<file path="src/shared/pgc_pkg.sv">
// Package: addresses, field positions and reset values of the GPIO control block
package pgc_pkg;
  // ---------------------------------------------------------------
  // Register addresses
  // ---------------------------------------------------------------
  localparam logic [7:0] PGC_ADDR_PIN12 = 8'h1b;
  localparam logic [7:0] PGC_ADDR_PIN3 = 8'h1c;

  // ---------------------------------------------------------------
  // Field positions, pin12_direction_level_roles
  // ---------------------------------------------------------------
  localparam int PGC_PIN_TWO_DIR = 7;
  localparam int PGC_PIN_ONE_DIR = 6;
  localparam int PGC_PIN_TWO_OUT_LEVEL = 5;
  localparam int PGC_PIN_ONE_OUT_LEVEL = 4;
  localparam int PGC_PIN_TWO_POLARITY = 3;
  localparam int PGC_PIN_ONE_POLARITY = 2;
  localparam int PGC_PIN_ONE_STANDBY_ROLE = 1;
  localparam int PGC_PIN_ONE_BUCK_A_ROLE = 0;

  // ---------------------------------------------------------------
  // Field positions, pin3_and_misc_control
  // ---------------------------------------------------------------
  localparam int PGC_PIN_THREE_DIR = 7;
  localparam int PGC_PIN_THREE_OUT_LEVEL = 6;
  localparam int PGC_AUX_REGULATOR_ENABLE = 5;
  localparam int PGC_CHARGE_VOLTAGE_SELECT = 4;
  localparam int PGC_PIN_TWO_IRQ_ROLE = 2;
  localparam int PGC_PIN_ONE_IRQ_ROLE = 1;
  localparam int PGC_PIN_TWO_BUCK_B_ROLE = 0;

  // ---------------------------------------------------------------
  // Reset values: all pins inputs, no role selected
  // ---------------------------------------------------------------
  localparam logic [7:0] PGC_PIN12_RESET = 8'h00;
  localparam logic [7:0] PGC_PIN3_RESET = 8'h00;
  localparam logic [7:0] PGC_RDATA_UNMAPPED = 8'h00;
endpackage

</file>
<file path="src/design/pgc_gpio_ctrl.sv">
// GPIO control block: three open-drain pins, interrupt roles, buck control and ADC trigger
`timescale 1ns/1ps
`default_nettype none

module pgc_gpio_ctrl (
  // Clock and reset
  input wire logic clk_sys,
  input wire logic nrst,
  // Register port from the I2C engine
  input wire logic [7:0] reg_addr,
  input wire logic [7:0] reg_wdata,
  input wire logic reg_wr,
  input wire logic reg_rd,
  output logic [7:0] reg_rdata,
  // Open-drain pins, index 0 is pin one
  input wire logic [2:0] pin_in,
  output logic [2:0] pin_out,
  output logic [2:0] pin_oe,
  // Interrupt controller side
  input wire logic [1:0] irq_mask,
  input wire logic uvlo_event,
  output logic irq_n,
  // ADC side
  input wire logic adc_ext_trig_sel,
  input wire logic adc_trig_edge_sel,
  output logic adc_start,
  // Converter commands
  input wire logic buck_a_reg_en,
  input wire logic buck_b_reg_en,
  input wire logic buck_reg_standby,
  output logic buck_a_en,
  output logic buck_b_en,
  output logic buck_standby
);
  import pgc_pkg::*;

  // ---------------------------------------------------------------
  // State
  // ---------------------------------------------------------------
  typedef struct packed {
    logic [7:0] cfg12;
    logic [7:0] cfg3;
    logic [2:0] sync1;
    logic [2:0] sync2;
    logic [2:0] prev;
    logic [1:0] pend;
    logic [1:0] second;
    logic irq_n;
    logic [2:0] oe;
    logic [2:0] out;
    logic [7:0] rdata;
    logic adc_start;
    logic buck_a_en;
    logic buck_b_en;
    logic buck_standby;
  } pgc_state_type;

  pgc_state_type state_reg;
  pgc_state_type state_next;

  // ---------------------------------------------------------------
  // Decoded fields and events
  // ---------------------------------------------------------------
  logic [2:0] dir;
  logic [2:0] lvl;
  logic [1:0] pol;
  logic [1:0] irq_role;
  logic [1:0] irq_edge;
  logic [1:0] any_edge;
  logic [1:0] to_output;
  logic adc_edge;
  logic a_req;
  logic b_req;
  logic sb_req;

  assign dir = {state_reg.cfg3[PGC_PIN_THREE_DIR], state_reg.cfg12[PGC_PIN_TWO_DIR],
                state_reg.cfg12[PGC_PIN_ONE_DIR]};
  assign lvl = {state_reg.cfg3[PGC_PIN_THREE_OUT_LEVEL],
                state_reg.cfg12[PGC_PIN_TWO_OUT_LEVEL], state_reg.cfg12[PGC_PIN_ONE_OUT_LEVEL]};
  assign pol = {state_reg.cfg12[PGC_PIN_TWO_POLARITY], state_reg.cfg12[PGC_PIN_ONE_POLARITY]};
  assign irq_role = {state_reg.cfg3[PGC_PIN_TWO_IRQ_ROLE],
                     state_reg.cfg3[PGC_PIN_ONE_IRQ_ROLE]} & ~dir[1:0];

  // Edge detect on the second latch stage; polarity 0 rising, 1 falling
  assign irq_edge[0] = irq_role[0] & (pol[0] ? (~state_reg.sync2[0] & state_reg.prev[0])
                                             : (state_reg.sync2[0] & ~state_reg.prev[0]));
  assign irq_edge[1] = irq_role[1] & (pol[1] ? (~state_reg.sync2[1] & state_reg.prev[1])
                                             : (state_reg.sync2[1] & ~state_reg.prev[1]));
  // Any edge after the first counts as the second one, so one pulse arms the clear
  assign any_edge = irq_role & (state_reg.sync2[1:0] ^ state_reg.prev[1:0]);

  // ADC trigger: edge bit high picks the rising edge here, unlike pins one and two
  assign adc_edge = ~dir[2] & adc_ext_trig_sel &
                    (adc_trig_edge_sel ? (state_reg.sync2[2] & ~state_reg.prev[2])
                                       : (~state_reg.sync2[2] & state_reg.prev[2]));

  // A write that turns an interrupt pin into an output releases its request
  assign to_output[0] = reg_wr && (reg_addr == PGC_ADDR_PIN12) && reg_wdata[PGC_PIN_ONE_DIR];
  assign to_output[1] = reg_wr && (reg_addr == PGC_ADDR_PIN12) && reg_wdata[PGC_PIN_TWO_DIR];

  // Pin requests; a pin without its role enabled leaves the register in charge
  assign a_req = ~(state_reg.cfg12[PGC_PIN_ONE_BUCK_A_ROLE] & ~dir[0]) |
                 (state_reg.sync2[0] == pol[0]);
  assign b_req = ~(state_reg.cfg3[PGC_PIN_TWO_BUCK_B_ROLE] & ~dir[1]) |
                 (state_reg.sync2[1] == pol[1]);
  assign sb_req = ~(state_reg.cfg12[PGC_PIN_ONE_STANDBY_ROLE] & ~dir[0]) |
                  (state_reg.sync2[0] == pol[0]);

  // ---------------------------------------------------------------
  // Next-state logic
  // ---------------------------------------------------------------
  always_comb begin
    state_next = state_reg;
    // Register writes and registered read data
    if (reg_wr && reg_addr == PGC_ADDR_PIN12) begin
      state_next.cfg12 = reg_wdata;
    end
    if (reg_wr && reg_addr == PGC_ADDR_PIN3) begin
      state_next.cfg3 = reg_wdata;
    end
    if (reg_rd) begin
      unique case (reg_addr)
        PGC_ADDR_PIN12: state_next.rdata = state_reg.cfg12;
        PGC_ADDR_PIN3: state_next.rdata = state_reg.cfg3;
        default: state_next.rdata = PGC_RDATA_UNMAPPED;
      endcase
    end
    // Two latch stages, then one more stage kept for edge detection
    state_next.sync1 = pin_in;
    state_next.sync2 = state_reg.sync1;
    state_next.prev = state_reg.sync2;
    // Interrupt sequence per pin: selected edge asserts, next edge of either kind arms the clear
    for (int i = 0; i < 2; i++) begin
      if (reg_rd && state_reg.second[i]) begin
        state_next.pend[i] = 1'b0;
        state_next.second[i] = 1'b0;
      end
      if (irq_edge[i] && (!state_reg.pend[i] || (reg_rd && state_reg.second[i]))) begin
        state_next.pend[i] = 1'b1;
      end else if (any_edge[i] && state_reg.pend[i] && !state_reg.second[i]) begin
        state_next.second[i] = 1'b1;
      end
      // Undervoltage and output reconfiguration override everything
      if (uvlo_event || to_output[i] || dir[i]) begin
        state_next.pend[i] = 1'b0;
        state_next.second[i] = 1'b0;
      end
    end
    state_next.irq_n = ~|(state_next.pend & ~irq_mask);
    // Open drain: enable means pulling low
    state_next.out = 3'h0;
    state_next.oe = dir & ~lvl;
    state_next.adc_start = adc_edge;
    state_next.buck_a_en = buck_a_reg_en & a_req;
    state_next.buck_b_en = buck_b_reg_en & b_req;
    state_next.buck_standby = buck_reg_standby & sb_req;
  end

  // ---------------------------------------------------------------
  // State register; reset leaves every pin an input with no role
  // ---------------------------------------------------------------
  always_ff @(posedge clk_sys or negedge nrst) begin
    if (!nrst) begin
      state_reg <= '0;
      state_reg.cfg12 <= PGC_PIN12_RESET;
      state_reg.cfg3 <= PGC_PIN3_RESET;
      state_reg.irq_n <= 1'b1;
      // Pins idle high through their pull-ups; starting low would fake an edge
      state_reg.sync1 <= '1;
      state_reg.sync2 <= '1;
      state_reg.prev <= '1;
    end else begin
      state_reg <= state_next;
    end
  end

  // Outputs straight from the state register
  assign reg_rdata = state_reg.rdata;
  assign pin_out = state_reg.out;
  assign pin_oe = state_reg.oe;
  assign irq_n = state_reg.irq_n;
  assign adc_start = state_reg.adc_start;
  assign buck_a_en = state_reg.buck_a_en;
  assign buck_b_en = state_reg.buck_b_en;
  assign buck_standby = state_reg.buck_standby;

  // ---------------------------------------------------------------
  // Assertions
  // ---------------------------------------------------------------
  property p_oe_follows_cfg;
    @(posedge clk_sys) disable iff (!nrst)
    1'b1 |=> pin_oe == $past(dir & ~lvl);
  endproperty
  a_oe_follows_cfg: assert property (p_oe_follows_cfg)
    else $error("pin enable does not match direction and level");

  property p_inputs_release;
    @(posedge clk_sys) disable iff (!nrst)
    (dir == 3'h0) |=> (pin_oe == 3'h0);
  endproperty
  a_inputs_release: assert property (p_inputs_release)
    else $error("input pin is being driven");

  property p_two_stages;
    @(posedge clk_sys) disable iff (!nrst)
    ##2 state_reg.sync2 == $past(pin_in, 2);
  endproperty
  a_two_stages: assert property (p_two_stages)
    else $error("sync stage not two cycles behind pin");

  property p_first_edge_irq;
    @(posedge clk_sys) disable iff (!nrst)
    (irq_edge[0] && !irq_mask[0] && !uvlo_event && !to_output[0]) ##1 !irq_mask[0]
      |-> !irq_n;
  endproperty
  a_first_edge_irq: assert property (p_first_edge_irq)
    else $error("interrupt not asserted after edge");

  property p_hold_without_read;
    @(posedge clk_sys) disable iff (!nrst)
    (state_reg.pend[0] && !reg_rd && !uvlo_event && !reg_wr && !dir[0])
      |=> state_reg.pend[0];
  endproperty
  a_hold_without_read: assert property (p_hold_without_read)
    else $error("interrupt request dropped without read");

  property p_clear_cause;
    @(posedge clk_sys) disable iff (!nrst)
    $fell(state_reg.pend[1]) |-> $past((reg_rd && state_reg.second[1]) || uvlo_event
                                       || to_output[1] || dir[1]);
  endproperty
  a_clear_cause: assert property (p_clear_cause)
    else $error("interrupt request cleared without cause");

  property p_uvlo_clears;
    @(posedge clk_sys) disable iff (!nrst)
    uvlo_event |=> (state_reg.pend == 2'h0) && irq_n;
  endproperty
  a_uvlo_clears: assert property (p_uvlo_clears)
    else $error("undervoltage did not release interrupt");

  property p_buck_merge;
    @(posedge clk_sys) disable iff (!nrst)
    (!buck_a_reg_en || !a_req) |=> !buck_a_en;
  endproperty
  a_buck_merge: assert property (p_buck_merge)
    else $error("buck_a enabled against a disable command");

  property p_standby_merge;
    @(posedge clk_sys) disable iff (!nrst)
    buck_standby |-> $past(buck_reg_standby && sb_req);
  endproperty
  a_standby_merge: assert property (p_standby_merge)
    else $error("standby entered without both requests");

  property p_adc_trigger;
    @(posedge clk_sys) disable iff (!nrst)
    adc_start |-> $past(adc_ext_trig_sel && !dir[2]);
  endproperty
  a_adc_trigger: assert property (p_adc_trigger)
    else $error("ADC start without trigger role");

  property p_readback;
    @(posedge clk_sys) disable iff (!nrst)
    (reg_rd && reg_addr == PGC_ADDR_PIN3) |=> reg_rdata == $past(state_reg.cfg3);
  endproperty
  a_readback: assert property (p_readback)
    else $error("register readback mismatch");
endmodule

`default_nettype wire

</file>
<file path="config.mk">
export PLATFORM = sky130hd
export DESIGN_NAME = pgc_gpio_ctrl
export DESIGN_NICKNAME = d
export VERILOG_FILES = /design/src/shared/pgc_pkg.sv /design/src/design/pgc_gpio_ctrl.sv
export SDC_FILE = /design/constraint.sdc
export NUM_CORES = 1
export LEC_CHECK = 0
export BUFFER_PORTS_ARGS = -buffer_cell sky130_fd_sc_hd__buf_2
export CORE_ASPECT_RATIO = 0.9
export CORE_MARGIN = 2
export CORE_UTILIZATION = 56
export DETAILED_ROUTE_END_ITERATION = 10
export HOLD_SLACK_MARGIN = 0.15
export PLACE_DENSITY = 0.94
export SYNTH_ARGS = -nofsm -noshare
export SYNTH_HDL_FRONTEND = slang
export SYNTH_SLANG_ARGS = --single-unit
</file>
<file path="constraint.sdc">
create_clock -name clk_sys -period 4.4 [get_ports clk_sys]
set_clock_uncertainty 0.2 [all_clocks]
set_input_delay 0.22 -clock clk_sys [delete_from_list [all_inputs] [get_ports clk_sys]]
set_output_delay 0.22 -clock clk_sys [all_outputs]
set_load 0.02 [all_outputs]
</file>
==> results.sh, run 1 <==
export IMPL_start_util=0.591
export IMPL_hold_path_class="reg -> reg"
export IMPL_routed_via_density=5.41
export IMPL_portBuffers=46
export IMPL_drc_errors=0
export IMPL_ys_types=34
export IMPL_p_leak_uw=0.00131
export IMPL_synth_ff_type="dfrtp_1"
export IMPL_hold_viol=0
export IMPL_wl_met2_um=2120
export IMPL_rr_startpoint="state_next[23]"
export IMPL_cp_max_fo=12
export IMPL_crit_type="in -> reg"
export IMPL_grt_pass1_wl_um=6960
export IMPL_worst_pin_slew_ps=950
export IMPL_relSlewSlack=0.367
export IMPL_cts_repair_resized=0
export IMPL_fmax_mhz=405
export IMPL_ir_worst_vdd_mv=0.206
export IMPL_ctsHoldBuffers=22
export IMPL_antenna_found_initial=0
export IMPL_rows=20
export IMPL_clock_sinks=45
export IMPL_fin_cells=262
export IMPL_overflow=0
export IMPL_syn_to_final_growth_pct=25.3
export IMPL_first_pass_iters=4
export IMPL_die_x_um=67.4
export IMPL_die_height_um=61.1
export IMPL_gp_congestion=0.731
export IMPL_grt_pass1_vias=1494
export IMPL_fin_crit_ps=2470
export IMPL_vias=1418
export IMPL_min_from="state_next[28]"
export IMPL_syn_inst=156
export IMPL_path_clk_slew_ps=80
export IMPL_r2r_slack_ps=2150
export IMPL_avgSynthCellArea_um2=13.0
export IMPL_place_ws_ps=2610
export IMPL_met1_length_um=1670
export IMPL_largest_register_ffs=15
export IMPL_yosysSeqAreaShare=0.562
export IMPL_wl_per_cell_um=15.7
export IMPL_diodes=0
export IMPL_die_area_mm2=0.00412
export IMPL_setup_ws_ps=1930
export IMPL_setup_viol=0
export IMPL_async_flop_share=1.00
export IMPL_status="complete, no violations"
export IMPL_whs_ps=160
export IMPL_min_path_cells=0
export IMPL_mappedNetlistArea_mm2=0.00203
export IMPL_globalRouteTotalUtil=0.237
export IMPL_arrival_ps=2510
export IMPL_synth_edf_count=0
export IMPL_worst_setup_path_start_kind="input port"
export IMPL_first_iter_violations=76
export IMPL_crit_path_end_kind="register"
export IMPL_regToRegEndpoint="irq_n"
export IMPL_finalCritPeriodShare=0.562
export IMPL_cp_data_required_time_ps=4440
export IMPL_p_per_area_mw_per_mm2=334
export IMPL_cts_made_buffers=5
export IMPL_top_layer="met4"
export IMPL_place_hpwl_um=2580
export IMPL_final_nets=252
export IMPL_clock_latency_ps=300
export IMPL_maxSlewViolCount=0
export IMPL_cts_max_path_buffers=2
export IMPL_antenna_left=0
export IMPL_wl_met3_um=198
export IMPL_grt_max_degree=46
export IMPL_setup_tns_ps=0
export IMPL_fp_coreArea_mm2=0.00343
export IMPL_yosys_warnings=0
export IMPL_rr_worst_depth=7
export IMPL_cts_tree="built"
export IMPL_dpl_cell_count=232
export IMPL_finalWirelength_um=4110
export IMPL_rsz0062_at_grt="false"
export IMPL_min_to="state_next[25]"
export IMPL_pin_count=50
export IMPL_drive_gt1_frac=0.385
export IMPL_utilization=0.741
export IMPL_postCtsSetupRepairBufs=0
export IMPL_htreeDepth=2
export IMPL_ys_seq_elements=45
export IMPL_cap_violations=0
export IMPL_clockRootBuffer="clkbuf_8"
[Yosys cell counts (2+ instances only)]
cell type	number	area share
dfstp_2	10	0.13
a21boi_0	2	0.0074
a21oi_1	3	0.0074
nor2_1	8	0.015
o21ai_0	2	0.0049
a221o_1	8	0.040
nand4_4	2	0.021
mux2i_1	2	0.0099
mux2_2	6	0.033
o211a_1	2	0.0099
o2bb2ai_1	2	0.0086
mux2_4	6	0.044
xnor2_1	2	0.0086
nor4b_1	2	0.0086
inv_1	10	0.019
nor4_1	2	0.0062
buf_4	14	0.052
dfrtp_1	35	0.43
nand2b_1	2	0.0062
ha_1	4	0.025
a21o_2	2	0.0086
nor2b_1	12	0.037
nand2_1	7	0.013
[area by class of cell]
class | count | area (um2)
fillers | 228 | 888
multi-input cells | 87 | 738
clock inverters | 2 | 37.5
flip-flops and latches | 45 | 1140
inverters | 10 | 37.5
clock buffers | 6 | 82.6
well taps | 44 | 55.1
repair buffers | 68 | 450
[worst max path at each step]
stage / startpoint / endpoint / slack [ps] / cells past startpoint
floorplan: state_reg[23] / state_reg[19] / 2830 / 5
global placement: reg_addr[7] / irq_n / 2680 / 5
detailed placement: reg_addr[7] / irq_n / 2610 / 5
CTS: reg_addr[2] / irq_n / 1960 / 7
global route: reg_addr[2] / irq_n / 1790 / 7
finish: reg_addr[2] / irq_n / 1930 / 7
[power breakdown]
part / switching (uW) / internal, uW
Clock: 142 / 185
Sequential: 11.7 / 432
Combinational: 39.4 / 39.5
Total: 193 / 656
[cells in the final DEF, fill, tap and decap left out, types with 2 or more instances in the layout]
master         count
a21o_2             2
o211a_1            2
clkbuf_8           6
a21boi_0           2
nand2b_1           2
inv_1             10
nor4b_1            2
nor2b_1           12
conb_1             3
ha_1               4
buf_2             46
nor4_1             2
mux2i_1            2
dfrtp_1           35
a221o_1            8
mux2_2             6
nand4_4            2
nor2_1             8
mux2_4             6
a21oi_1            3
o2bb2ai_1          2
dfstp_2           10
nand2_1            7
dlygate4sd3_1     22
o21ai_0            2
xnor2_1            2
[worst max-delay path, stage by stage]
cell	delay, ps
dlygate4sd3_1	530
buf_2	170
nor2b_1	250
nand4_4	290
o211a_1	320
a22oi_1	170
dlygate4sd3_1	580
[cells by family after synthesis]
kind of cell | count (synthesis) | synth area share
mux | 14 | 0.0877
buf+inv | 26 | 0.0778
flops | 45 | 0.562
fa+ha+maj | 4 | 0.0247
other cells | 1 | 0.00185
xor+xnor | 2 | 0.00864
compound gates | 23 | 0.0944
simple gates | 41 | 0.143
[per-layer routing]
metal	GRT usage	vias up
met5	0	-
met1	0.289	710
met4	0.105	0
met3	0.0439	14
li1	-	641
met2	0.417	53
[through the flow]
step           total power [uW]  cell area [um2]
6_report                    849             2540
5_1_grt                     876             2540
4_1_cts                     850             2540
3_5_place_dp                514             2200
3_3_place_gp                511             2200
2_1_floorplan               484             2030
Power figures use the tool's default switching activity.
==> run 2: changes to the inputs <==
--- a/config.mk
+++ b/config.mk
@@ -8,10 +8,10 @@
 export BUFFER_PORTS_ARGS = -buffer_cell sky130_fd_sc_hd__buf_2
 export CORE_ASPECT_RATIO = 0.9
 export CORE_MARGIN = 2
-export CORE_UTILIZATION = 56
+export CORE_UTILIZATION = 47
 export DETAILED_ROUTE_END_ITERATION = 10
 export HOLD_SLACK_MARGIN = 0.15
-export PLACE_DENSITY = 0.94
+export PLACE_DENSITY = 0.86
 export SYNTH_ARGS = -nofsm -noshare
 export SYNTH_HDL_FRONTEND = slang
 export SYNTH_SLANG_ARGS = --single-unit
==> constraint.sdc (replaced) <==
create_clock -name clk_sys -period 2.15 [get_ports clk_sys]
set_clock_uncertainty 0.2 [all_clocks]
set_input_delay 0.1075 -clock clk_sys [delete_from_list [all_inputs] [get_ports clk_sys]]
set_output_delay 0.1075 -clock clk_sys [all_outputs]
set_load 0.02 [all_outputs]
==> results.sh, run 2 (synthesis results as in run 1) <==
export IMPL_grt_pass1_vias=1400
export IMPL_place_area_mm2=0.00222
export IMPL_clock_latency_ps=300
export IMPL_globalRouteTotalUtil=0.180
export IMPL_fillCellCount=317
export IMPL_clockRootBuffer="clkbuf_8"
export IMPL_drive_gt1_frac=0.380
export IMPL_die_x_um=73.2
export IMPL_grt_max_degree=21
export IMPL_postCtsSetupRepairBufs=0
export IMPL_p_leak_uw=0.00135
export IMPL_cap_violations=0
export IMPL_final_common_cell="buf_2"
export IMPL_crit_type="in -> reg"
export IMPL_path_clk_slew_ps=90
export IMPL_setup_tns_ps=0
export IMPL_cts_made_buffers=5
export IMPL_p_per_area_mw_per_mm2=611
export IMPL_largest_register_ffs=15
export IMPL_die_height_um=66.3
export IMPL_maxSlewViolCount=0
export IMPL_diodes=0
export IMPL_vias=1432
export IMPL_arrival_ps=2060
export IMPL_pin_count=50
export IMPL_cp_max_fo=7
export IMPL_first_pass_iters=4
export IMPL_rows=22
export IMPL_place_hpwl_um=2570
export IMPL_crit_path_end_kind="register"
export IMPL_antenna_left=0
export IMPL_cts_max_path_buffers=2
export IMPL_antenna_found_initial=0
export IMPL_die_area_mm2=0.00485
export IMPL_wl_per_cell_um=14.0
export IMPL_regArea_mm2=0.00114
export IMPL_fin_area_mm2=0.00262
export IMPL_clock_sinks=45
export IMPL_ir_worst_vdd_mv=0.455
export IMPL_layout_common_cells="46 x buf_2, 35 x dfrtp_1, 31 x dlygate4sd3_1, 12 x nor2b_1"
export IMPL_rsz0062_at_grt="false"
export IMPL_routed_via_density=5.17
export IMPL_finalWirelength_um=3890
export IMPL_setup_viol=0
export IMPL_status="complete, no violations"
export IMPL_final_nets=263
export IMPL_drc_errors=0
export IMPL_grt_pass1_wl_um=6430
export IMPL_gp_congestion=0.803
export IMPL_portBuffers=46
export IMPL_start_util=0.494
export IMPL_hold_path_class="reg -> reg"
export IMPL_multiInputGateArea_um2=741
export IMPL_overflow=0
export IMPL_syn_to_final_growth_pct=29.4
export IMPL_worst_setup_path_start_kind="input port"
export IMPL_first_iter_violations=76
export IMPL_fp_coreArea_mm2=0.00410
export IMPL_htreeDepth=2
export IMPL_fin_crit_ps=2060
export IMPL_hold_viol=0
export IMPL_fmax_mhz=486
export IMPL_cts_tree="built"
export IMPL_cp_data_required_time_ps=2150
export IMPL_finalCritPeriodShare=0.958
## run 2: final cells by class
cell class              instances  share of cell area
clock buffers                   5              0.0262
clock inverters                 3             0.00811
inverters                      10              0.0143
multi-input cells              87               0.282
flip-flops and latches         45               0.434
well taps                      48              0.0229
repair buffers                 79               0.212
## run 2: path summary, 6_finish.rpt
path                       slack, ps              to  cells after the start           start
setup / recovery                  90   state_reg[37]                      6     reg_addr[1]
hold / removal                   160  state_next[25]                      0  state_next[28]
setup reg to reg                 420   state_reg[20]                      5   state_reg[24]
hold reg to reg                  160  state_next[25]                      0  state_next[28]
max in group asynchronous        790    reg_rdata[2]                      3            nrst
min in group asynchronous        180           irq_n                      2            nrst
## run 2: through the flow
step / cells / util / worst slack (ps) / power [uW] / hold slack (ps)
after floorplan: 158 / - / 577 / 990 / -388
after global placement: 238 / 0.541 / 541 / 1050 / -189
after detailed placement: 238 / 0.541 / 472 / 1050 / -187
after CTS: 277 / 0.639 / 24.3 / 1610 / 158
after global routing: 277 / 0.639 / 44.6 / 1670 / 162
final: 277 / 0.639 / 90.4 / 1600 / 158
## run 2: layer usage
metal,track usage,share of wire,up-vias
met5,0,0,-
li1,-,-,666
met1,0.220,0.43,709
met4,0.0833,0.018,0
met3,0.0457,0.056,7
met2,0.296,0.50,50
## run 2: worst max-delay path, stage by stage
cell,delay (ps)
dlygate4sd3_1,530
buf_2,150
nor2_2,160
nand4_4,120
dlygate4sd3_1,680
mux2_2,310
## run 2: timing repair
item                       CTS  global route
setup endpoints to repair    0             5
gates resized for setup      0             1
hold buffers                31             0
hold endpoints to repair    81             0
## run 2: where the power goes
part	internal, uW	leakage [uW]	switching [uW]
combinational	93.2	0.000726	81.3
clock	231	0.0000445	292
sequential	883	0.000583	21.9
total	1210	0.00135	395
